==> src/verilog/tcov_pkg.sv <==
// constants and types shared by the time code overlay control block
// assumes one core clock and a synchronous active-high reset
package tcov_pkg;
  localparam int NUM_WIN = 6;
  localparam logic [2:0] FIRST_WIN = 3'h0;
  localparam logic [2:0] LAST_WIN = 3'h5;
  // window order: time, source id, gen user bits, lin rdr, vert rdr time, vert rdr ubits
  localparam logic [1:0] SIZE_TINY = 2'h0;
  localparam logic [1:0] SIZE_SMALL = 2'h1;
  localparam logic [1:0] SIZE_LARGE = 2'h2;
  localparam logic [5:0] LINES_TINY = 6'h08;
  localparam logic [5:0] LINES_SMALL = 6'h10;
  localparam logic [5:0] LINES_LARGE = 6'h20;
  localparam logic [4:0] ROWS_TINY = 5'h1E;
  localparam logic [4:0] ROWS_SMALL = 5'h0F;
  localparam logic [4:0] ROWS_LARGE = 5'h07;
  localparam logic [5:0] COL_MAX = 6'h27;
  localparam logic [4:0] ROW_RESET = 5'h00;
  localparam logic [5:0] COL_RESET = 6'h00;
  localparam logic [2:0] STYLE_WHITE = 3'h0;
  localparam logic [2:0] STYLE_WHITE_BLACK = 3'h1;
  localparam logic [2:0] STYLE_WHITE_GREY = 3'h2;
  localparam logic [2:0] STYLE_BLACK = 3'h3;
  localparam logic [2:0] STYLE_BLACK_WHITE = 3'h4;
  localparam logic [2:0] STYLE_BLACK_CLEAR = 3'h5;
  localparam logic [1:0] MODE_TIME_DATE = 2'h2;
  localparam logic signed [6:0] HOURS_DAY = 7'sh18;
  localparam logic [5:0] WIN_EN_RESET = 6'h3F;
  localparam logic OVERLAY_RESET = 1'b1;
  typedef enum logic {SEL_NORMAL, SEL_ACTIVE} tcov_sel_t;
endpackage : tcov_pkg

==> src/verilog/tcov_move_if.sv <==
// carrier between the overlay controller and the window position store
// assumes both ends run on core_clk
`timescale 1ns/1ps
interface tcov_move_if;
  logic [5:0] moveMask;
  logic stepUp;
  logic stepDown;
  logic stepLeft;
  logic stepRight;
  logic [4:0] rowMax;
  logic [4:0] rowPos [6];
  logic [5:0] colPos [6];
  modport ctrl (output moveMask, stepUp, stepDown, stepLeft, stepRight, rowMax, input rowPos, colPos);
  modport store (input moveMask, stepUp, stepDown, stepLeft, stepRight, rowMax, output rowPos, colPos);
endinterface : tcov_move_if

==> src/verilog/tcov_win_pos.sv <==
// position store for the six overlay windows
// assumes one-cycle step pulses and a synchronous active-high reset
`timescale 1ns/1ps
module tcov_win_pos (
  input wire logic core_clk, // system clock
  input wire logic rst, // synchronous reset
  tcov_move_if.store mv // step requests and positions
);
  genvar gi;
  generate
    for (gi = 0; gi < tcov_pkg::NUM_WIN; gi++) begin : g_win
      logic [4:0] row_q;
      logic [4:0] row_d;
      logic [5:0] col_q;
      logic [5:0] col_d;
      always_comb begin
        row_d = row_q;
        col_d = col_q;
        if (mv.moveMask[gi]) begin
          if (mv.stepUp && row_q != 5'h00) begin
            row_d = row_q - 5'h01;
          end else if (mv.stepDown && row_q < mv.rowMax) begin
            row_d = row_q + 5'h01;
          end
          if (mv.stepLeft && col_q != 6'h00) begin
            col_d = col_q - 6'h01;
          end else if (mv.stepRight && col_q < tcov_pkg::COL_MAX) begin
            col_d = col_q + 6'h01;
          end
        end
        // a smaller raster grid pulls windows back inside it
        if (row_d > mv.rowMax) begin
          row_d = mv.rowMax;
        end
      end
      always_ff @(posedge core_clk) begin
        if (rst) begin
          row_q <= tcov_pkg::ROW_RESET;
          col_q <= tcov_pkg::COL_RESET;
        end else begin
          row_q <= row_d;
          col_q <= col_d;
        end
      end
      assign mv.rowPos[gi] = row_q;
      assign mv.colPos[gi] = col_q;
    end
  endgenerate
endmodule : tcov_win_pos

==> src/verilog/tcov_zone_adj.sv <==
// hour adjustment of the vertical reader time: utc or local with dst
// assumes binary hours 0..23 and a signed whole-hour zone offset
`timescale 1ns/1ps
module tcov_zone_adj (
  input wire logic core_clk, // system clock
  input wire logic rst, // synchronous reset
  input wire logic [4:0] utcHours, // reader hours as read
  input wire logic signed [4:0] zoneOffset, // programmed zone offset, hours
  input wire logic dstOn, // daylight saving in effect
  input wire logic [1:0] vertical_reader_content_mode, // reader content mode
  input wire logic vertical_reader_zone_select, // 1 = local, 0 = utc
  output logic [4:0] shownHours // hours to display
);
  logic [4:0] hours_q;
  logic [4:0] hours_d;
  logic signed [6:0] sum;
  always_comb begin
    sum = 7'(signed'({2'h0, utcHours})) + 7'(zoneOffset) + 7'(signed'({6'h00, dstOn}));
    hours_d = utcHours;
    if (vertical_reader_content_mode == tcov_pkg::MODE_TIME_DATE && vertical_reader_zone_select) begin
      if (sum < 7'sh00) begin
        hours_d = 5'(sum + tcov_pkg::HOURS_DAY);
      end else if (sum >= tcov_pkg::HOURS_DAY) begin
        hours_d = 5'(sum - tcov_pkg::HOURS_DAY);
      end else begin
        hours_d = 5'(sum);
      end
    end
  end
  always_ff @(posedge core_clk) begin
    if (rst) begin
      hours_q <= 5'h00;
    end else begin
      hours_q <= hours_d;
    end
  end
  assign shownHours = hours_q;
  zone_utc_a: assert property (@(posedge core_clk) disable iff (rst)
    (vertical_reader_content_mode != tcov_pkg::MODE_TIME_DATE || !vertical_reader_zone_select)
      |=> shownHours == $past(utcHours)) else $error("utc hours not passed through");
endmodule : tcov_zone_adj

==> src/verilog/tcov_ctrl.sv <==
// time code character overlay control: size, style, display toggles,
// window selection and movement, keyer on/off priority, reader zone
// assumes key inputs are one-cycle pulses synchronous to core_clk
`timescale 1ns/1ps
module tcov_ctrl (
  input wire logic core_clk, // system clock, 250 MHz
  input wire logic rst, // synchronous reset, active high
  input wire logic keyWinSel, // window-select key pulse
  input wire logic keyOnOff, // keyer on/off key pulse
  input wire logic keyUp, // arrow up pulse
  input wire logic keyDown, // arrow down pulse
  input wire logic keyLeft, // arrow left pulse
  input wire logic keyRight, // arrow right pulse
  input wire logic remoteToggle, // rear remote keyer event pulse
  input wire logic [1:0] charSize, // tiny, small, large
  input wire logic [2:0] charStyle, // glyph and mask style
  input wire logic menuActive, // menu page on screen
  input wire logic showFrames, // frames display setting
  input wire logic showFields, // fields display setting
  input wire logic showSymbols, // symbols display setting
  input wire logic dropFrame, // code is drop frame
  input wire logic is525, // 525-line video
  input wire logic [4:0] rdrUtcHours, // vertical reader hours
  input wire logic signed [4:0] zoneOffset, // zone offset, hours
  input wire logic dstOn, // daylight saving in effect
  input wire logic [1:0] vertical_reader_content_mode, // reader mode
  input wire logic vertical_reader_zone_select, // 1 = local time
  output logic overlayOn, // global keyer state
  output logic selectMode, // window-select mode active
  output logic [5:0] winHighlight, // one-hot highlighted window
  output logic [5:0] winVisible, // windows keyed into picture
  output logic [5:0] winEnabled, // per-window enables
  output logic [29:0] winRowFlat, // 5-bit row per window
  output logic [35:0] winColFlat, // 6-bit column per window
  output logic [5:0] rowLines, // lines per field per row
  output logic [4:0] rowCount, // vertical row positions
  output logic glyphWhite, // glyphs white, else black
  output logic maskOn, // background mask drawn
  output logic maskOpaque, // mask opaque, else transparent
  output logic maskWhite, // mask white, else black or grey
  output logic frameDigitsOn, // frame digits drawn
  output logic fieldMarkOn, // field mark drawn
  output logic symbolsOn, // separators drawn
  output logic sepIsPeriod, // seconds-frames separator is period
  output logic [4:0] rdrShownHours // vertical reader hours shown
);
  // ************************************************************
  // selection state
  // ************************************************************
  tcov_pkg::tcov_sel_t sel_q;
  tcov_pkg::tcov_sel_t sel_d;
  logic [2:0] idx_q;
  logic [2:0] idx_d;
  logic on_q;
  logic on_d;
  logic [5:0] en_q;
  logic [5:0] en_d;
  logic toggleAll;

  always_comb begin
    sel_d = sel_q;
    idx_d = idx_q;
    on_d = on_q;
    en_d = en_q;
    // both sources in one cycle merge into a single toggle
    toggleAll = remoteToggle || (keyOnOff && sel_q == tcov_pkg::SEL_NORMAL);
    if (toggleAll) begin
      on_d = !on_q;
    end
    if (keyOnOff && sel_q == tcov_pkg::SEL_ACTIVE) begin
      en_d[idx_q] = !en_q[idx_q];
    end
    if (keyWinSel) begin
      case (sel_q)
        tcov_pkg::SEL_NORMAL: begin
          sel_d = tcov_pkg::SEL_ACTIVE;
          idx_d = tcov_pkg::FIRST_WIN;
        end
        tcov_pkg::SEL_ACTIVE: begin
          if (idx_q == tcov_pkg::LAST_WIN) begin
            sel_d = tcov_pkg::SEL_NORMAL;
            idx_d = tcov_pkg::FIRST_WIN;
          end else begin
            idx_d = idx_q + 3'h1;
          end
        end
        default: begin
          sel_d = tcov_pkg::SEL_NORMAL;
          idx_d = tcov_pkg::FIRST_WIN;
        end
      endcase
    end
  end

  always_ff @(posedge core_clk) begin
    if (rst) begin
      sel_q <= tcov_pkg::SEL_NORMAL;
      idx_q <= tcov_pkg::FIRST_WIN;
      on_q <= tcov_pkg::OVERLAY_RESET;
      en_q <= tcov_pkg::WIN_EN_RESET;
    end else begin
      sel_q <= sel_d;
      idx_q <= idx_d;
      on_q <= on_d;
      en_q <= en_d;
    end
  end

  assign overlayOn = on_q;
  assign selectMode = (sel_q == tcov_pkg::SEL_ACTIVE);
  assign winEnabled = en_q;
  assign winHighlight = selectMode ? (6'h01 << idx_q) : 6'h00;
  // global state ranks above the per-window enables
  assign winVisible = on_q ? (selectMode ? 6'h3F : en_q) : 6'h00;

  // ************************************************************
  // window movement
  // ************************************************************
  tcov_move_if mv ();
  assign mv.moveMask = selectMode ? winHighlight : winVisible;
  assign mv.stepUp = keyUp;
  assign mv.stepDown = keyDown;
  assign mv.stepLeft = keyLeft;
  assign mv.stepRight = keyRight;
  assign mv.rowMax = rowCount - 5'h01;

  tcov_win_pos u_pos (
    .core_clk (core_clk),
    .rst (rst),
    .mv (mv.store)
  );

  genvar gw;
  generate
    for (gw = 0; gw < tcov_pkg::NUM_WIN; gw++) begin : g_flat
      assign winRowFlat[gw*5 +: 5] = mv.rowPos[gw];
      assign winColFlat[gw*6 +: 6] = mv.colPos[gw];
    end
  endgenerate

  // ************************************************************
  // size, style and display settings
  // ************************************************************
  logic [5:0] lines_q;
  logic [5:0] lines_d;
  logic [4:0] rows_q;
  logic [4:0] rows_d;
  logic [3:0] look_q;
  logic [3:0] look_d;
  logic [3:0] show_q;
  logic [3:0] show_d;

  always_comb begin
    case (charSize)
      tcov_pkg::SIZE_TINY: begin
        lines_d = tcov_pkg::LINES_TINY;
        rows_d = tcov_pkg::ROWS_TINY;
      end
      tcov_pkg::SIZE_LARGE: begin
        lines_d = tcov_pkg::LINES_LARGE;
        rows_d = tcov_pkg::ROWS_LARGE;
      end
      default: begin
        lines_d = tcov_pkg::LINES_SMALL;
        rows_d = tcov_pkg::ROWS_SMALL;
      end
    endcase
    // look: glyph white, mask on, mask opaque, mask white
    if (menuActive) begin
      look_d = 4'hE;
    end else begin
      case (charStyle)
        tcov_pkg::STYLE_WHITE_BLACK: look_d = 4'hE;
        tcov_pkg::STYLE_WHITE_GREY: look_d = 4'hC;
        tcov_pkg::STYLE_BLACK: look_d = 4'h0;
        tcov_pkg::STYLE_BLACK_WHITE: look_d = 4'h7;
        tcov_pkg::STYLE_BLACK_CLEAR: look_d = 4'h5;
        default: look_d = 4'h8;
      endcase
    end
    show_d[3] = showFrames;
    show_d[2] = showFields;
    show_d[1] = showSymbols;
    show_d[0] = showSymbols && dropFrame && is525;
  end

  always_ff @(posedge core_clk) begin
    if (rst) begin
      lines_q <= tcov_pkg::LINES_SMALL;
      rows_q <= tcov_pkg::ROWS_SMALL;
      look_q <= 4'hE;
      show_q <= 4'h0;
    end else begin
      lines_q <= lines_d;
      rows_q <= rows_d;
      look_q <= look_d;
      show_q <= show_d;
    end
  end

  assign rowLines = lines_q;
  assign rowCount = rows_q;
  assign glyphWhite = look_q[3];
  assign maskOn = look_q[2];
  assign maskOpaque = look_q[1];
  assign maskWhite = look_q[0];
  assign frameDigitsOn = show_q[3];
  assign fieldMarkOn = show_q[2];
  assign symbolsOn = show_q[1];
  assign sepIsPeriod = show_q[0];

  // ************************************************************
  // vertical reader zone adjustment
  // ************************************************************
  tcov_zone_adj u_zone (
    .core_clk (core_clk),
    .rst (rst),
    .utcHours (rdrUtcHours),
    .zoneOffset (zoneOffset),
    .dstOn (dstOn),
    .vertical_reader_content_mode (vertical_reader_content_mode),
    .vertical_reader_zone_select (vertical_reader_zone_select),
    .shownHours (rdrShownHours)
  );

  // ************************************************************
  // checks
  // ************************************************************
  sel_enter_a: assert property (@(posedge core_clk) disable iff (rst)
    (keyWinSel && !selectMode) |=> (selectMode && winHighlight == 6'h01 && (winVisible == 6'h3F || !overlayOn)))
    else $error("select mode not entered on time window");
  sel_next_a: assert property (@(posedge core_clk) disable iff (rst)
    (keyWinSel && selectMode && idx_q != tcov_pkg::LAST_WIN) |=> (selectMode && idx_q == $past(idx_q) + 3'h1))
    else $error("highlight did not step");
  sel_leave_a: assert property (@(posedge core_clk) disable iff (rst)
    (keyWinSel && selectMode && idx_q == tcov_pkg::LAST_WIN) |=> (!selectMode && winHighlight == 6'h00))
    else $error("select mode not left after last window");
  move_one_a: assert property (@(posedge core_clk) disable iff (rst)
    selectMode |-> (mv.moveMask == winHighlight && $onehot(mv.moveMask)))
    else $error("select mode moves other windows");
  move_all_a: assert property (@(posedge core_clk) disable iff (rst)
    (!selectMode && overlayOn) |-> (mv.moveMask == winEnabled))
    else $error("normal mode does not move all shown windows");
  key_toggle_a: assert property (@(posedge core_clk) disable iff (rst)
    (keyOnOff && !selectMode) |=> (overlayOn == !$past(overlayOn)))
    else $error("front key did not toggle overlay");
  remote_toggle_a: assert property (@(posedge core_clk) disable iff (rst)
    remoteToggle |=> (overlayOn == !$past(overlayOn)))
    else $error("remote event did not toggle overlay once");
  win_toggle_a: assert property (@(posedge core_clk) disable iff (rst)
    (keyOnOff && selectMode && !remoteToggle) |=>
      (overlayOn == $past(overlayOn) && winEnabled == ($past(winEnabled) ^ $past(winHighlight))))
    else $error("window toggle wrong");
  menu_look_a: assert property (@(posedge core_clk) disable iff (rst)
    menuActive |=> (glyphWhite && maskOn && maskOpaque && !maskWhite))
    else $error("menu not white on black");
  size_tiny_a: assert property (@(posedge core_clk) disable iff (rst)
    (charSize == tcov_pkg::SIZE_TINY) |=> (rowLines == 6'h08 && rowCount == 5'h1E))
    else $error("tiny size grid wrong");
  size_large_a: assert property (@(posedge core_clk) disable iff (rst)
    (charSize == tcov_pkg::SIZE_LARGE) |=> (rowLines == 6'h20 && rowCount == 5'h07))
    else $error("large size grid wrong");
  size_small_a: assert property (@(posedge core_clk) disable iff (rst)
    (charSize == tcov_pkg::SIZE_SMALL) |=> (rowLines == 6'h10 && rowCount == 5'h0F))
    else $error("small size grid wrong");
  black_look_a: assert property (@(posedge core_clk) disable iff (rst)
    (!menuActive && charStyle == tcov_pkg::STYLE_BLACK_WHITE) |=> (!glyphWhite && maskOpaque && maskWhite))
    else $error("black on white style wrong");
  sep_mark_a: assert property (@(posedge core_clk) disable iff (rst)
    (showSymbols && !is525) |=> !sepIsPeriod)
    else $error("drop frame period outside 525");
  hide_frames_a: assert property (@(posedge core_clk) disable iff (rst)
    !showFrames |=> !frameDigitsOn)
    else $error("frame digits not hidden");
  show_fields_a: assert property (@(posedge core_clk) disable iff (rst)
    1'b1 |=> (fieldMarkOn == $past(showFields)))
    else $error("field mark does not follow setting");
  show_symbols_a: assert property (@(posedge core_clk) disable iff (rst)
    1'b1 |=> (symbolsOn == $past(showSymbols)))
    else $error("symbols do not follow setting");
  sep_period_a: assert property (@(posedge core_clk) disable iff (rst)
    (showSymbols && dropFrame && is525) |=> sepIsPeriod)
    else $error("drop frame separator not period");
  white_grey_a: assert property (@(posedge core_clk) disable iff (rst)
    (!menuActive && charStyle == tcov_pkg::STYLE_WHITE_GREY) |=> (glyphWhite && maskOn && !maskOpaque && !maskWhite))
    else $error("white on grey style wrong");
  global_off_a: assert property (@(posedge core_clk) disable iff (rst)
    !overlayOn |-> (winVisible == 6'h00))
    else $error("window shown with overlay off");
endmodule : tcov_ctrl

==> config.mk <==
export PLATFORM = sky130hd
export DESIGN_NAME = tcov_ctrl
export DESIGN_NICKNAME = d
export VERILOG_FILES = /design/src/verilog/tcov_pkg.sv /design/src/verilog/tcov_move_if.sv /design/src/verilog/tcov_win_pos.sv /design/src/verilog/tcov_zone_adj.sv /design/src/verilog/tcov_ctrl.sv
export SDC_FILE = /design/constraint.sdc
export NUM_CORES = 1
export LEC_CHECK = 0
export ABC_AREA = 1
export BUFFER_PORTS_ARGS = -buffer_cell sky130_fd_sc_hd__buf_2
export CORE_ASPECT_RATIO = 0.75
export CORE_UTILIZATION = 25
export CTS_CLUSTER_DIAMETER = 100
export DETAILED_ROUTE_END_ITERATION = 8
export PLACE_DENSITY = 0.48
export SETUP_SLACK_MARGIN = 0.4
export SLEW_MARGIN = 20
export SYNTH_ARGS = -nofsm -noshare
export SYNTH_HDL_FRONTEND = slang
export SYNTH_SLANG_ARGS = --single-unit
export TNS_END_PERCENT = 5
==> constraint.sdc <==
create_clock -name core_clk -period 5.33 [get_ports core_clk]
set_clock_uncertainty 0.05 [all_clocks]
set_input_delay 0.7995 -clock core_clk [delete_from_list [all_inputs] [get_ports core_clk]]
set_output_delay 0.7995 -clock core_clk [all_outputs]
set_load 0.01 [all_outputs]
## Yosys cells after proc, flatten, opt, wreduce, memory -nomap -nowiden

Index checks and enable logic that the tools add are counted.

| operators by class | value |
|---|---|
| add/subtract/negate cells | 30 |
| $lt $le $gt $ge | 22 |
| eq/ne operators | 8 |
| shift operators | 1 |
| multiplexer cells | 55 |
| bitwise operators | 1 |
| reduce and logical (&&, ||, !) cells | 59 |

Operator list:

| operator | number |
|---|---|
| two-way mux 5 bit | 27 |
| two-way mux 6 bit | 16 |
| adder 6 x 1 -> 6 bit, second input constant | 6 |
| less-than comparator 6 bit, second input constant | 6 |
| nonzero test 6 bit | 6 |
| subtractor 6 x 1 -> 6 bit, second input constant | 6 |
| subtractor 5 x 1 -> 5 bit, second input constant | 7 |
| adder 5 x 1 -> 5 bit, second input constant | 6 |
| > comparator 5 bit | 6 |
| logical AND 1 bit | 30 |
| less-than comparator 5 bit | 6 |
| nonzero test 5 bit | 6 |
| case mux 4 bit (5 select lines) | 1 |
| case mux 6 bit (2 select lines) | 1 |
| AND reduction 2 bit | 6 |
| nonzero test 2 bit | 6 |
| case mux 5 bit (2 select lines) | 1 |
| == test 3 bit, second input constant | 3 |
| adder 6 x 5 -> 7 bit | 1 |
| adder 7 x 2 -> 7 bit | 1 |
| >= comparator 7 x 6 -> 1 bit, second input constant | 1 |
| less-than comparator 7 x 1 -> 1 bit, second input constant | 1 |
| bitwise mux 6 bit | 1 |
| == test 3 x 2 -> 1 bit, second input constant | 2 |
| 19 further kinds | 23 |

| word-level totals | value |
|---|---|
| bits in registers | 101 |
| bits of input ports | 34 |
| output and inout port bits | 110 |
| word-level logic and storage cells | 197 |

## Logic depth before layout (Yosys ltp)

Gate-level depths: netlist of run 1.

| depth | value |
|---|---|
| depth in word-level cells | 8 |
| depth in mapped cells | 20 |
| mapped depth without buffers | 20 |

## Cells and area by module

A second synthesis of run 1 with hierarchy kept.

| second synthesis, totals | value |
|---|---|
| cells, all modules | 1306 |
| area, all modules | 8640.8 µm² |

By module, submodules not included:

| module | times used | cells an instance | area an instance (µm²) | sequential area each (µm²) |
|---|---|---|---|---|
| tcov_win_pos | 1 | 1034 | 6777.8 | 1321.3 |
| tcov_ctrl | 1 | 178 | 1204.9 | 480.5 |
| tcov_zone_adj | 1 | 94 | 658.1 | 100.1 |

## Worst setup path before layout of run 1

No wires, ideal clock.

| timing | value |
|---|---|
| path type | register to register |
| start point | register, netlist name rowLines[3] |
| end point | register u_pos.g_win[2].row_q[1] |
| library setup time | 115 ps |
| data arrival time | 2757 ps |
| data required time | 5165 ps |
| slack | 2408 ps |
| cell stages (with the launch flop) | 20 |
| path buffers | 0 |
| period minus slack after synthesis | 2922 ps |
| path through | dfxtp_1 > inv_1 > ha_1 > nand2_1 > nor2_1 > nor2_1 > nand3_1 > or2_1 > nand2_1 > nand2_1 > a2bb2oi_1 > inv_1 > ha_1 > nand2_1 > nor2_1 > nand4_1 > nand3_2 > nand3_1 > nand2_1 > nor2_1 |

RTL lines:

| element | RTL line | RTL |
|---|---|---|
| to (signal assigned) | tcov_win_pos.sv:38 | `row_q <= tcov_pkg::ROW_RESET;` |
| to (signal assigned) | tcov_win_pos.sv:41 | `row_q <= row_d;` |
| to (decl) | tcov_win_pos.sv:12 | `logic [4:0] row_q;` |

==> metrics.md, run 1 <==
| Metric | Value |
|---|---|
| Synthesis-to-finish area growth | 19.2% |
| Hold Crit Start | u_pos.g_win[2].col_q[5]$_SDFFE_PP0P_ |
| Yosys reg bits | 95 |
| Post-Route WL | between 20000 and 25000 um |
| Leading cell types by count after synthesis | 218 x nand2_1, 128 x inv_1, 115 x a21oi_1 |
| Most Crowded Layer GR | met2 |
| Slew Limit Headroom | roughly 48% |
| IO buf count | roughly 140 |
| Largest net degree at the start of global routing | 34 |
| Post-synth EDFFs | 0 |
| Critical R2R Launch | rowLines[3]$_SDFF_PP0_ |
| Setup Buffers After CTS | 0 |
| Clock-pin slew on the worst setup and hold paths | about 0.07 ns |
| HP Class | reg2reg |
| Met1 usage in global routing | between 20% and 30% |
| Slew Limit Fails | 0 |
| N_diodes | 0 |
| Initial antenna violation count | 0 |
| Top cells by area, synth | dfxtp_1 25%, ha_1 14%, nand2_1 11%, a21oi_1 7.7%, inv_1 6.4% |
| Count leader, synth | nand2_1 |
| Ys async rst share | 0% |
| Max-cap violation count | 0 |
| Register area share after synthesis | 25.5% |
| Clock tree from TritonCTS | built |
| Die Y | 152 um |
| Cells after Synth | about 1100 |
| Hold Buf Count CTS | 0 |
| Avg Cell Area, Syn | slightly below 7 um2 |
| CP cell instances | inv_1 > ha_1 > nand2_1 > nor3b_1 > nand3_1 > nor2_1 > nand2_1 > o21ai_0 > ha_1 > a21oi_1 > nand3_4 > nand2_2 > nand2_1 > a21oi_1 |
| Maximum resistive drop on vdd | between 0.15 and 0.2 mV |
| Grt met2 use | approximately 22% |
| DRT iter0 DRCs | 477 |
| Hpwl dp | about 17000 um |
| # H-tree levels | 3 |
| First-pass GRT wire length | roughly 36000 um |
| Root Buffer | clkbuf_16 |
| Critical Path AT | 3.88 ns |
| Max Freq | approximately 270 MHz |
| Antenna viol nets, final | 0 |
| Crit path largest cell delay | around 0.55 ns |
| Share of cells above drive strength 1 | between 15 and 20% |
| Number of global-route vias before repair | roughly 6600 |
| Place WS | ~1.6 ns |
| Starting Density | approximately a quarter |
| Non-Filler Instances | between 1500 and 2000 |
| Setup crit start kind | flop |
| Core ar. | 0.0292 mm2 |
| Final setup TNS | 0 ns |
| Detailed Routing Iterations Pass 1 | 5 |
| CTS sink count | 95 |
| Vias | just over 7000 |
| Nets | 1338 |
| Pwr/cell area | 399 mW/mm2 |
| Die width | about 200 um |
| Via density | ~4.5 |
| CP required | approximately 5.6 ns |
| Io pins | between 100 and 150 |
| Top-area cell type share of the netlist area | around a quarter |
| Unique masters post-synth | 48 |
| Clk_lat worst skew | 0.36 ns |
| Main synth FF type | dfxtp_1 |
| Met3 usage | under 10% |
| Post-synthesis cell type with the largest combined area | dfxtp_1 |
| Leak | approximately 4.4 nW |
| CP max-delay cell | dfxtp_1 |
| Worst-Margin Slew | approximately 0.78 ns |
| GRT Total Usage | ~15% |
| GPL Wtd Cong | 0.807 |
| Tcrit/Tclk final | 68.4% |
| Max Buffers Root-to-Sink | 2 |
| Cell mode on critical path | nand2_1 |
| Final Util | a little under a third |
| CTS resizes | 0 |
| DRC viols | 0 |
| Fin. Hold Viols | 0 |
| Overflow after GRT | 0 |
| Number of placed instances, taps included | roughly 1600 |
| CTS buffer count | 9 |
| Setup ws final | 1.69 ns |
| Final setup violation count | 0 |
| FP Rows | 54 |
| CP Buf/Inv Count | 1 |
| Post-Syn Area | between 0.007 and 0.008 mm2 |
| Setup CP Type | reg2reg |
| CP endpoint kind | flop |
| CP top delay family | simple AND/OR/NAND/NOR gates |
| Status | finished, final reports clean |
| Final min period | around 3.6 ns |
| Die ar. | between 0.03 and 0.04 mm2 |
| RSZ-0062 raised after global routing | no |
| Setup crit start | rowLines[3]$_SDFF_PP0_ |
| WL per Instance | 13.8 um |
| YS warnings | 0 |
| Crit path max fanout | 12 |
| Fillers | 3251 |
==> per-layer routing <==
layer / vias to the layer above / routed length (um) / part of all wire, %
li1: 3852 / - / -
met1: 3232 / 11800 / 53
met2: 171 / 8990 / 40
met3: 10 / 1270 / 5.7
met4: 0 / 152 / 0.68
met5: - / 0 / 0
==> cell families (layout without fill, tap and decap cells) <==
family,after synthesis,count (layout),share of synthesized area (%)
buf+inv,163,295,8.87
other cells,2,5,0.101
xor+xnor,37,37,4.44
simple gates,468,468,28.6
flops,95,95,25.5
fa+ha+maj,94,94,16.6
compound gates,221,221,15.9
==> through the flow <==
stage | cell area (um2) | total power, mW | hold slack [ns]
floorplan | 7480 | 2.30 | 0.446
global placement | 8540 | 2.78 | 0.437
detailed placement | 8540 | 2.78 | 0.435
CTS | 8900 | 3.59 | 0.455
global route | 8900 | 3.90 | 0.472
finish | 8900 | 3.55 | 0.444
==> area by class of cell <==
cell class	instances	area [um2]	share of cell area (%)
Clock buffer	11	253	2.84
Tap cell	392	490	5.51
Timing Repair Buffer	141	713	8.02
Inverter	138	522	5.86
Multi-Input combinational cell	825	4910	55.2
Sequential cell	95	1900	21.4
Clock inverter	5	104	1.17
==> registers in the layout, indices dropped and copies added (netlist names), 3 cells and up <==
register and count:
idx_q 3, look_q 4, rowLines 3, show_q 4, u_pos.g_win.col_q 36, u_pos.g_win.row_q 30, u_zone.shownHours 5, winEnabled 6
==> power by group <==
| group | internal (mW) | switching, mW |
|---|---|---|
| Sequential | 0.846 | 0.223 |
| Combinational | 0.659 | 1.03 |
| Clock | 0.485 | 0.305 |
==> path summary, 6_finish.rpt <==
kind	slack, ns	endpoint	depth (start not counted)
max	1.69	u_pos.g_win[1].row_q[3]$_SDFF_PP0_	14
min	0.44	u_pos.g_win[2].col_q[5]$_SDFFE_PP0P_	1
max reg2reg	1.69	u_pos.g_win[1].row_q[3]$_SDFF_PP0_	14
min reg2reg	0.44	u_pos.g_win[2].col_q[5]$_SDFFE_PP0P_	1
==> cell usage in the layout (no fill, tap or decap), drive strengths merged, types with 8 or more instances in the layout <==
cell type    n
nand3      107
nor2        86
inv        135
o21ai       87
xor2        16
buf        141
fa           8
clkbuf      11
nor3        10
dfxtp       95
a21oi      116
nand2      232
xnor2       21
nand4       21
ha          86
Note: power is estimated with default switching activity, not from simulation.
==> run 2: changes to the inputs <==
--- a/config.mk
+++ b/config.mk
@@ -11,7 +11,7 @@
 export CORE_UTILIZATION = 25
 export CTS_CLUSTER_DIAMETER = 100
 export DETAILED_ROUTE_END_ITERATION = 8
-export PLACE_DENSITY = 0.48
+export PLACE_DENSITY = 0.5
 export SETUP_SLACK_MARGIN = 0.4
 export SLEW_MARGIN = 20
 export SYNTH_ARGS = -nofsm -noshare
==> constraint.sdc (replaced) <==
create_clock -name core_clk -period 3.3 [get_ports core_clk]
set_clock_uncertainty 0.05 [all_clocks]
set_input_delay 0.495 -clock core_clk [delete_from_list [all_inputs] [get_ports core_clk]]
set_output_delay 0.495 -clock core_clk [all_outputs]
set_load 0.01 [all_outputs]
==> run 2 against run 1 <==
Count of clock-buffer cells in the layout is 2 lower; combinational power is 75% higher; critical path type unchanged; utilization is 1.1 points higher.
==> metrics.md, run 2 (synthesized netlist as in run 1, its figures left out) <==
| Metric | Value |
|---|---|
| RSZ-0062 raised after global routing | yes (was no) |
| HP Class | in2reg (was reg2reg) |
| Fin. Hold Viols | 0 (unchanged) |
| Largest register FFs | 36 (unchanged) |
| Commonest cells after routing, fill and taps aside | 207 x nand2_1, 138 x buf_2, 124 x inv_1 (was 218 x nand2_1, 138 x buf_2, 127 x inv_1) |
| Max Buffers Root-to-Sink | 2 (unchanged) |
| Die ar. | 0.0306 mm2 (unchanged) |
| Root Buffer | clkbuf_16 (unchanged) |
| Critical Path AT | 3.15 ns (was 3.88 ns) |
| Final min period | 2.96 ns (was 3.64 ns) |
| First-pass GRT wire length | 35200 um (was 35500 um) |
| Vias | 7469 (was 7265) |
| N_diodes | 0 (unchanged) |
| Highest Signal Layer | met4 (unchanged) |
| Hpwl dp | 17000 um (was 17200 um) |
| Commonest non-fill, non-tap cell in the layout | nand2_1 (unchanged) |
| Reg2reg end | u_pos.g_win[2].row_q[4]$_SDFF_PP0_ (was u_pos.g_win[1].row_q[3]$_SDFF_PP0_) |
| Starting Density | 25.6% (unchanged) |
| Detailed Routing Iterations Pass 1 | 5 (unchanged) |
| Largest net degree at the start of global routing | 59 (was 34) |
| FP Rows | 54 (unchanged) |
| Setup crit end | u_pos.g_win[2].row_q[4]$_SDFF_PP0_ (was u_pos.g_win[1].row_q[3]$_SDFF_PP0_) |
| Hold depth | 3 (was 1) |
| CTS sink count | 95 (unchanged) |
| Clk_lat worst skew | 0.37 ns (was 0.36 ns) |
| CP endpoint kind | flop (unchanged) |
| Initial antenna violation count | 0 (unchanged) |
| Fillers | 3233 (was 3251) |
| # H-tree levels | 3 (unchanged) |
| DRT iter0 DRCs | 351 (was 477) |
| Setup CP Type | reg2reg (unchanged) |
| Antenna viol nets, final | 0 (unchanged) |
| Tcrit/Tclk final | 89.6% (was 68.4%) |
| Slew Limit Headroom | 55.2% (was 48.2%) |
| Synthesis-to-finish area growth | 23.6% (was 19.2%) |
| Register with the most flip-flops | u_pos.g_win.col_q (unchanged) |
| Met2 WL | 9280 um (was 8990 um) |
| Hold Buf Count CTS | 0 (unchanged) |
| Setup crit start | rowCount[3]$_SDFF_PP1_ (was rowLines[3]$_SDFF_PP0_) |
| Clock tree from TritonCTS | built (unchanged) |
| Critical R2R Launch | rowCount[3]$_SDFF_PP1_ (was rowLines[3]$_SDFF_PP0_) |
| Share of cells above drive strength 1 | 21.7% (was 17.0%) |
| Clock-pin slew on the worst setup and hold paths | 0.08 ns (was 0.07 ns) |
| Die Y | 152 um (unchanged) |
| Number of global-route vias before repair | 6812 (was 6604) |
| Post-Route WL | 22300 um (was 22200 um) |
| Metal3 WL | 1180 um (was 1270 um) |
| Worst-Margin Slew | 0.672 ns (was 0.777 ns) |
| Via density | 4.59 (was 4.52) |
| IO buf count | 138 (unchanged) |
| WL per Instance | 13.7 um (was 13.8 um) |
| Die width | 202 um (unchanged) |
| Io pins | 144 (unchanged) |
| Setup crit start kind | flop (unchanged) |
| Max-cap violation count | 0 (unchanged) |
| CTS buffer count | 9 (unchanged) |
| DRC viols | 0 (unchanged) |
| Slew Limit Fails | 0 (unchanged) |
| Final setup violation count | 0 (unchanged) |
| Maximum resistive drop on vdd | 0.267 mV (was 0.187 mV) |
| GRT Total Usage | 14.6% (was 14.7%) |
| Pwr/cell area | 622 mW/mm2 (was 399 mW/mm2) |
| Total power draw | 5.74 mW (was 3.55 mW) |
| Internal reg-to-reg setup slack | 0.34 ns (was 1.69 ns) |
| Leak | 4.49 nW (was 4.42 nW) |
| Max Freq | 338 MHz (was 274 MHz) |
| Overflow after GRT | 0 (unchanged) |
| Final setup TNS | 0 ns (unchanged) |
| Nets | 1360 (was 1338) |
| GPL Wtd Cong | 0.805 (was 0.807) |
| Crit path max fanout | 7 (was 12) |
| R2R cell count | 20 (was 14) |
| CP required | 3.49 ns (was 5.56 ns) |
| Core ar. | 0.0292 mm2 (unchanged) |
| Status | finished, final reports clean (unchanged) |
| WL met1 | 11600 um (was 11800 um) |
run 2: cell types whose count changed in the layout (fill, tap and decap cells not counted), moves of 4 or more:
cell | before | now
ha_4 | 0 | 6
nand2_2 | 14 | 22
nand2_1 | 218 | 207
buf_4 | 3 | 22
nor2_2 | 2 | 7
o21ai_1 | 2 | 6
a21oi_1 | 115 | 109
nor2_1 | 82 | 76
a21oi_2 | 1 | 7
o21ai_0 | 80 | 74
inv_6 | 0 | 4
ha_1 | 86 | 80
run 2: worst min path at each step:
| stage | endpoint | startpoint | slack [ns] |
|---|---|---|---|
| detailed placement | u_pos.g_win[2].col_q[5]$_SDFFE_PP0P_ | u_pos.g_win[2].col_q[5]$_SDFFE_PP0P_ | 0.43 |
| CTS | show_q[3]$_SDFF_PP0_ | showFrames | 0.27 |
| floorplan | u_pos.g_win[2].col_q[5]$_SDFFE_PP0P_ | u_pos.g_win[2].col_q[5]$_SDFFE_PP0P_ | 0.45 |
| global placement | u_pos.g_win[2].col_q[5]$_SDFFE_PP0P_ | u_pos.g_win[2].col_q[5]$_SDFFE_PP0P_ | 0.43 |
| finish | show_q[3]$_SDFF_PP0_ | showFrames | 0.28 |
| global route | show_q[2]$_SDFF_PP0_ | showFields | 0.28 |
run 2: cell type report:
| type | count | area [um2] | area share [%] |
|---|---|---|---|
| well taps | 392 | 490 | 5.32 |
| clock buffers | 9 | 225 | 2.44 |
| clock inverters | 7 | 55.1 | 0.597 |
| repair buffers | 163 | 898 | 9.74 |
| multi-input cells | 825 | 5120 | 55.5 |
| inverters | 138 | 533 | 5.78 |
| flip-flops and latches | 95 | 1900 | 20.6 |
run 2: report_power, final:
group / leakage, nW / internal (mW) / switching (mW)
registers: 0.782 / 1.37 / 0.350
logic: 3.58 / 1.18 / 1.78
clock network: 0.133 / 0.521 / 0.542
total: 4.49 / 3.06 / 2.67
run 2: metrics by stage:
stage / std cells / worst slack, ns / cell area (um2) / hold WS (ns) / utilization [%]
floorplan: 1083 / 0.434 / 7480 / 0.446 / -
global placement: 1600 / 0.0831 / 8610 / 0.434 / 29.5
detailed placement: 1600 / 0.0301 / 8610 / 0.435 / 29.5
CTS: 1625 / 0.284 / 9030 / 0.269 / 30.9
global route: 1629 / 0.123 / 9220 / 0.281 / 31.6
finish: 1629 / 0.343 / 9220 / 0.285 / 31.6
run 2: repair_timing:
action                     4_1_cts  5_1_grt
pin swaps                       22       38
setup endpoints to repair       28       29
resized for setup               22       34
buffers inserted                 9        4
run 2: critical path, cell delays in order, from the launching register on:
cell and delay, ns:
dfxtp_2 0.36, clkinvlp_4 0.11, buf_12 0.16, ha_4 0.22
nand2_4 0.06, nor2_1 0.04, o21ai_0 0.10, nand3_1 0.14
or2_1 0.28, nand2_1 0.07, nand2_1 0.06, a2bb2oi_2 0.18
inv_2 0.08, ha_4 0.28, nand2_4 0.05, nor2_4 0.13
nand4_1 0.12, nand3_2 0.15, nand2_4 0.09, nand2_2 0.08
a21oi_2 0.05
run 2: metal layers:
metal	up-vias	GRT usage (%)
li1	3900	-
met1	3408	20.4
met2	145	22.6
met3	16	3.59
met4	0	3.26
met5	-	0
==> run 3: changes to the inputs <==
--- a/config.mk
+++ b/config.mk
@@ -11,7 +11,7 @@
 export CORE_UTILIZATION = 25
 export CTS_CLUSTER_DIAMETER = 100
 export DETAILED_ROUTE_END_ITERATION = 8
-export PLACE_DENSITY = 0.5
+export PLACE_DENSITY = 0.46
 export SETUP_SLACK_MARGIN = 0.4
 export SLEW_MARGIN = 20
 export SYNTH_ARGS = -nofsm -noshare
==> run 3 against run 2 <==
Final area is essentially flat; die area is the same; count of clock-buffer cells in the layout grew 1; cell count grew 0.49%; largest power group unchanged; critical endpoint is now u_pos.g_win[4].row_q[4]$_SDFF_PP0_; worst setup slack lost 0.026 ns; sequential power is essentially flat.
==> metrics.md, run 3 (synthesized netlist as in run 1, its figures left out) <==
| Metric | Value |
|---|---|
| Synthesis-to-finish area growth | 23.6% (about the same) |
| CTS buffer count | 9 (unchanged) |
| Vias | 7394 (was 7469) |
| Max Freq | 335 MHz (was 338 MHz) |
| Tcrit/Tclk final | 90.4% (was 89.6%) |
| Multi-input gate area | 0.00505 mm2 (was 0.00512 mm2) |
| Reg2reg end | u_pos.g_win[4].row_q[4]$_SDFF_PP0_ (was u_pos.g_win[2].row_q[4]$_SDFF_PP0_) |
| R2R cell count | 19 (was 20) |
| RSZ-0062 raised after global routing | yes (unchanged) |
| Clock tree from TritonCTS | built (unchanged) |
| Initial antenna violation count | 1 (was 0) |
| Post-Route WL | 23000 um (was 22300 um) |
| Int Power | 3.15 mW (was 3.06 mW) |
| Hpwl dp | 17800 um (was 17000 um) |
| Fin. Hold Viols | 0 (unchanged) |
| Starting Density | 25.6% (unchanged) |
| Clock-pin slew on the worst setup and hold paths | 0.08 ns (about the same) |
| Clk pwr share | 19.8% (was 18.5%) |
| Final setup violation count | 0 (unchanged) |
| CP required | 3.56 ns (was 3.49 ns) |
| Io pins | 144 (unchanged) |
| CP Depth | 19 (was 20) |
| Switching portion of total power | 45.8% (was 46.6%) |
| Worst-Margin Slew | 0.711 ns (was 0.672 ns) |
| Die Y | 152 um (unchanged) |
| Register Area | 0.00191 mm2 (was 0.00190 mm2) |
| Setup ws final | 0.317 ns (was 0.343 ns) |
| Clk_lat worst skew | 0.37 ns (about the same) |
| Antenna viol nets, final | 0 (unchanged) |
| Slew Limit Fails | 0 (unchanged) |
| Max Buffers Root-to-Sink | 2 (unchanged) |
| Status | finished, final reports clean (unchanged) |
| Place WS | 0.0727 ns (was 0.0301 ns) |
| DRT iter0 DRCs | 416 (was 351) |
| Comb power frac | 50.6% (was 51.5%) |
| Hold Buf Count CTS | 0 (unchanged) |
| GPL Wtd Cong | 0.795 (was 0.805) |
| Via density | 4.52 (was 4.59) |
| Register with the most flip-flops | u_pos.g_win.col_q (unchanged) |
| CP cell instances | clkinvlp_4 > buf_6 > ha_4 > nand2_2 > nor2_1 > nor2_1 > nand3_1 > or2_1 > nand2_1 > nand2_1 > a2bb2oi_2 > inv_2 > ha_4 > nand2_4 > nor2_4 > nand4_1 > nand2_2 > nand2_1 > a21oi_1 (was clkinvlp_4 > buf_12 > ha_4 > nand2_4 > nor2_1 > o21ai_0 > nand3_1 > or2_1 > nand2_1 > nand2_1 > a2bb2oi_2 > inv_2 > ha_4 > nand2_4 > nor2_4 > nand4_1 > nand3_2 > nand2_4 > nand2_2 > a21oi_2) |
| Setup CP Type | reg2reg (unchanged) |
| Setup crit end | u_pos.g_win[4].row_q[4]$_SDFF_PP0_ (was u_pos.g_win[2].row_q[4]$_SDFF_PP0_) |
| WL per Instance | 14.0 um (was 13.7 um) |
| Setup crit start | rowCount[3]$_SDFF_PP1_ (unchanged) |
| Sequential power share | 29.6% (was 29.9%) |
| Largest register FFs | 36 (unchanged) |
| Pwr/cell area | 629 mW/mm2 (was 622 mW/mm2) |
| Maximum resistive drop on vdd | 0.285 mV (was 0.267 mV) |
| Detailed Routing Iterations Pass 1 | 5 (unchanged) |
| HP Class | in2reg (unchanged) |
| Slew Limit Headroom | 52.5% (was 55.2%) |
| Core ar. | 0.0292 mm2 (unchanged) |
| Setup crit start kind | flop (unchanged) |
| Largest net degree at the start of global routing | 38 (was 59) |
| Crit path max fanout | 5 (was 7) |
| CTS sink count | 95 (unchanged) |
| Number of global-route vias before repair | 6850 (was 6812) |
| Cell mode on critical path | nand2_1 (was nand2_4) |
| GRT Total Usage | 15.4% (was 14.6%) |
| Commonest cells after routing, fill and taps aside | 210 x nand2_1, 138 x buf_2, 124 x inv_1 (was 207 x nand2_1, 138 x buf_2, 124 x inv_1) |
| Net Sw Power | 2.66 mW (was 2.67 mW) |
| DRC viols | 0 (unchanged) |
| Internal reg-to-reg setup slack | 0.32 ns (was 0.34 ns) |
| IO buf count | 138 (unchanged) |
| Critical R2R Launch | rowCount[3]$_SDFF_PP1_ (unchanged) |
| First-pass GRT wire length | 36800 um (was 35200 um) |
| Max-cap violation count | 0 (unchanged) |
| Commonest non-fill, non-tap cell in the layout | nand2_1 (unchanged) |
| Fillers | 3218 (was 3233) |
| Share of cells above drive strength 1 | 21.8% (was 21.7%) |
| Final min period | 2.98 ns (was 2.96 ns) |
| CP max-delay cell | dfxtp_2 (unchanged) |
| Root Buffer | clkbuf_16 (unchanged) |
| Critical Path AT | 3.24 ns (was 3.15 ns) |
| FP Rows | 54 (unchanged) |
| CP Buf/Inv Count | 3 (unchanged) |
| CP top delay family | simple AND/OR/NAND/NOR gates (unchanged) |
| Leak | 4.56 nW (was 4.49 nW) |
| Post-route cell area | 0.00923 mm2 (was 0.00922 mm2) |
| Final setup TNS | 0 ns (unchanged) |
| Placement Cell Area | 0.00867 mm2 (was 0.00861 mm2) |
| Total power draw | 5.80 mW (was 5.74 mW) |
| Die width | 202 um (unchanged) |
| Crit path largest cell delay | 0.35 ns (was 0.36 ns) |
| # H-tree levels | 3 (unchanged) |
| Die ar. | 0.0306 mm2 (unchanged) |
| Nets | 1367 (was 1360) |
| CP endpoint kind | flop (unchanged) |
| Overflow after GRT | 0 (unchanged) |
run 3: cell count changes in the layout (fill, tap and decap cells not counted), sizes merged:
cell	previous run	this run
clkinv	5	4
clkbuf	9	10
diode	0	1
buf	163	170
inv	137	136
bufinv	0	1
run 3: area by class of cell:
cell class	count	area share, %
antenna	1	0.0271
clock inverter	6	0.732
tap	392	5.32
sequential	95	20.7
clock buffer	10	2.59
inverter	138	5.78
timing repair buffer	170	10.2
multi-input combinational	825	54.7
run 3: worst reg2reg max path, delay by kind of cell, from the launching register on:
kind,cells,cell delay (ns)
compound gates,2,0.28
fa+ha+maj,2,0.48
flops,1,0.35
buf+inv,3,0.37
simple gates,12,1.40
run 3: repair_timing:
action                                  4_1_cts  5_1_grt
endpoints found under the setup margin       28       28
pin swaps                                     5       26
buffers inserted                              6        6
gates resized for setup                       7       42
run 3: metrics by stage:
stage,std cells,utilization (%),hold WS [ns]
after CTS,1630,31.0,0.258
final,1637,31.6,0.261
after floorplan,1083,-,0.446
after global routing,1636,31.6,0.263
after detailed placement,1608,29.7,0.441
after global placement,1608,29.7,0.438
run 3: worst min path at each step:
| stage | slack, ns | endpoint | depth (start not counted) | startpoint |
|---|---|---|---|---|
| 2_1_floorplan | 0.45 | u_pos.g_win[2].col_q[5]$_SDFFE_PP0P_ | 1 | u_pos.g_win[2].col_q[5]$_SDFFE_PP0P_ |
| 3_3_place_gp | 0.44 | u_pos.g_win[4].col_q[5]$_SDFFE_PP0P_ | 1 | u_pos.g_win[4].col_q[5]$_SDFFE_PP0P_ |
| 3_5_place_dp | 0.44 | u_pos.g_win[0].col_q[5]$_SDFFE_PP0P_ | 2 | u_pos.g_win[0].col_q[5]$_SDFFE_PP0P_ |
| 4_1_cts | 0.26 | rowLines[3]$_SDFF_PP0_ | 2 | charSize[1] |
| 5_1_grt | 0.26 | rowLines[3]$_SDFF_PP0_ | 2 | charSize[1] |
| 6_report | 0.26 | rowLines[3]$_SDFF_PP0_ | 2 | charSize[1] |
run 3: metal layers:
layer  part of all wire (%)  routed length [um]  up-vias  global-route usage (%)
met5                      0                   0        -                       0
met1                     52               12000     3334                    21.8
met3                    5.4                1240       13                    3.72
li1                       -                   -     3905                       -
met2                     41                9470      142                    23.5
met4                    1.1                 249        0                    3.52
run 3: power groups by stage:
| stage | Combinational, mW | Sequential [mW] | Clock (mW) |
|---|---|---|---|
| after floorplan | 2.00 | 1.71 | 0 |
| after global placement | 2.82 | 1.75 | 0 |
| after detailed placement | 2.82 | 1.74 | 0 |
| after CTS | 2.85 | 1.72 | 1.19 |
| after global routing | 3.36 | 1.77 | 1.24 |
| final | 2.93 | 1.72 | 1.15 |
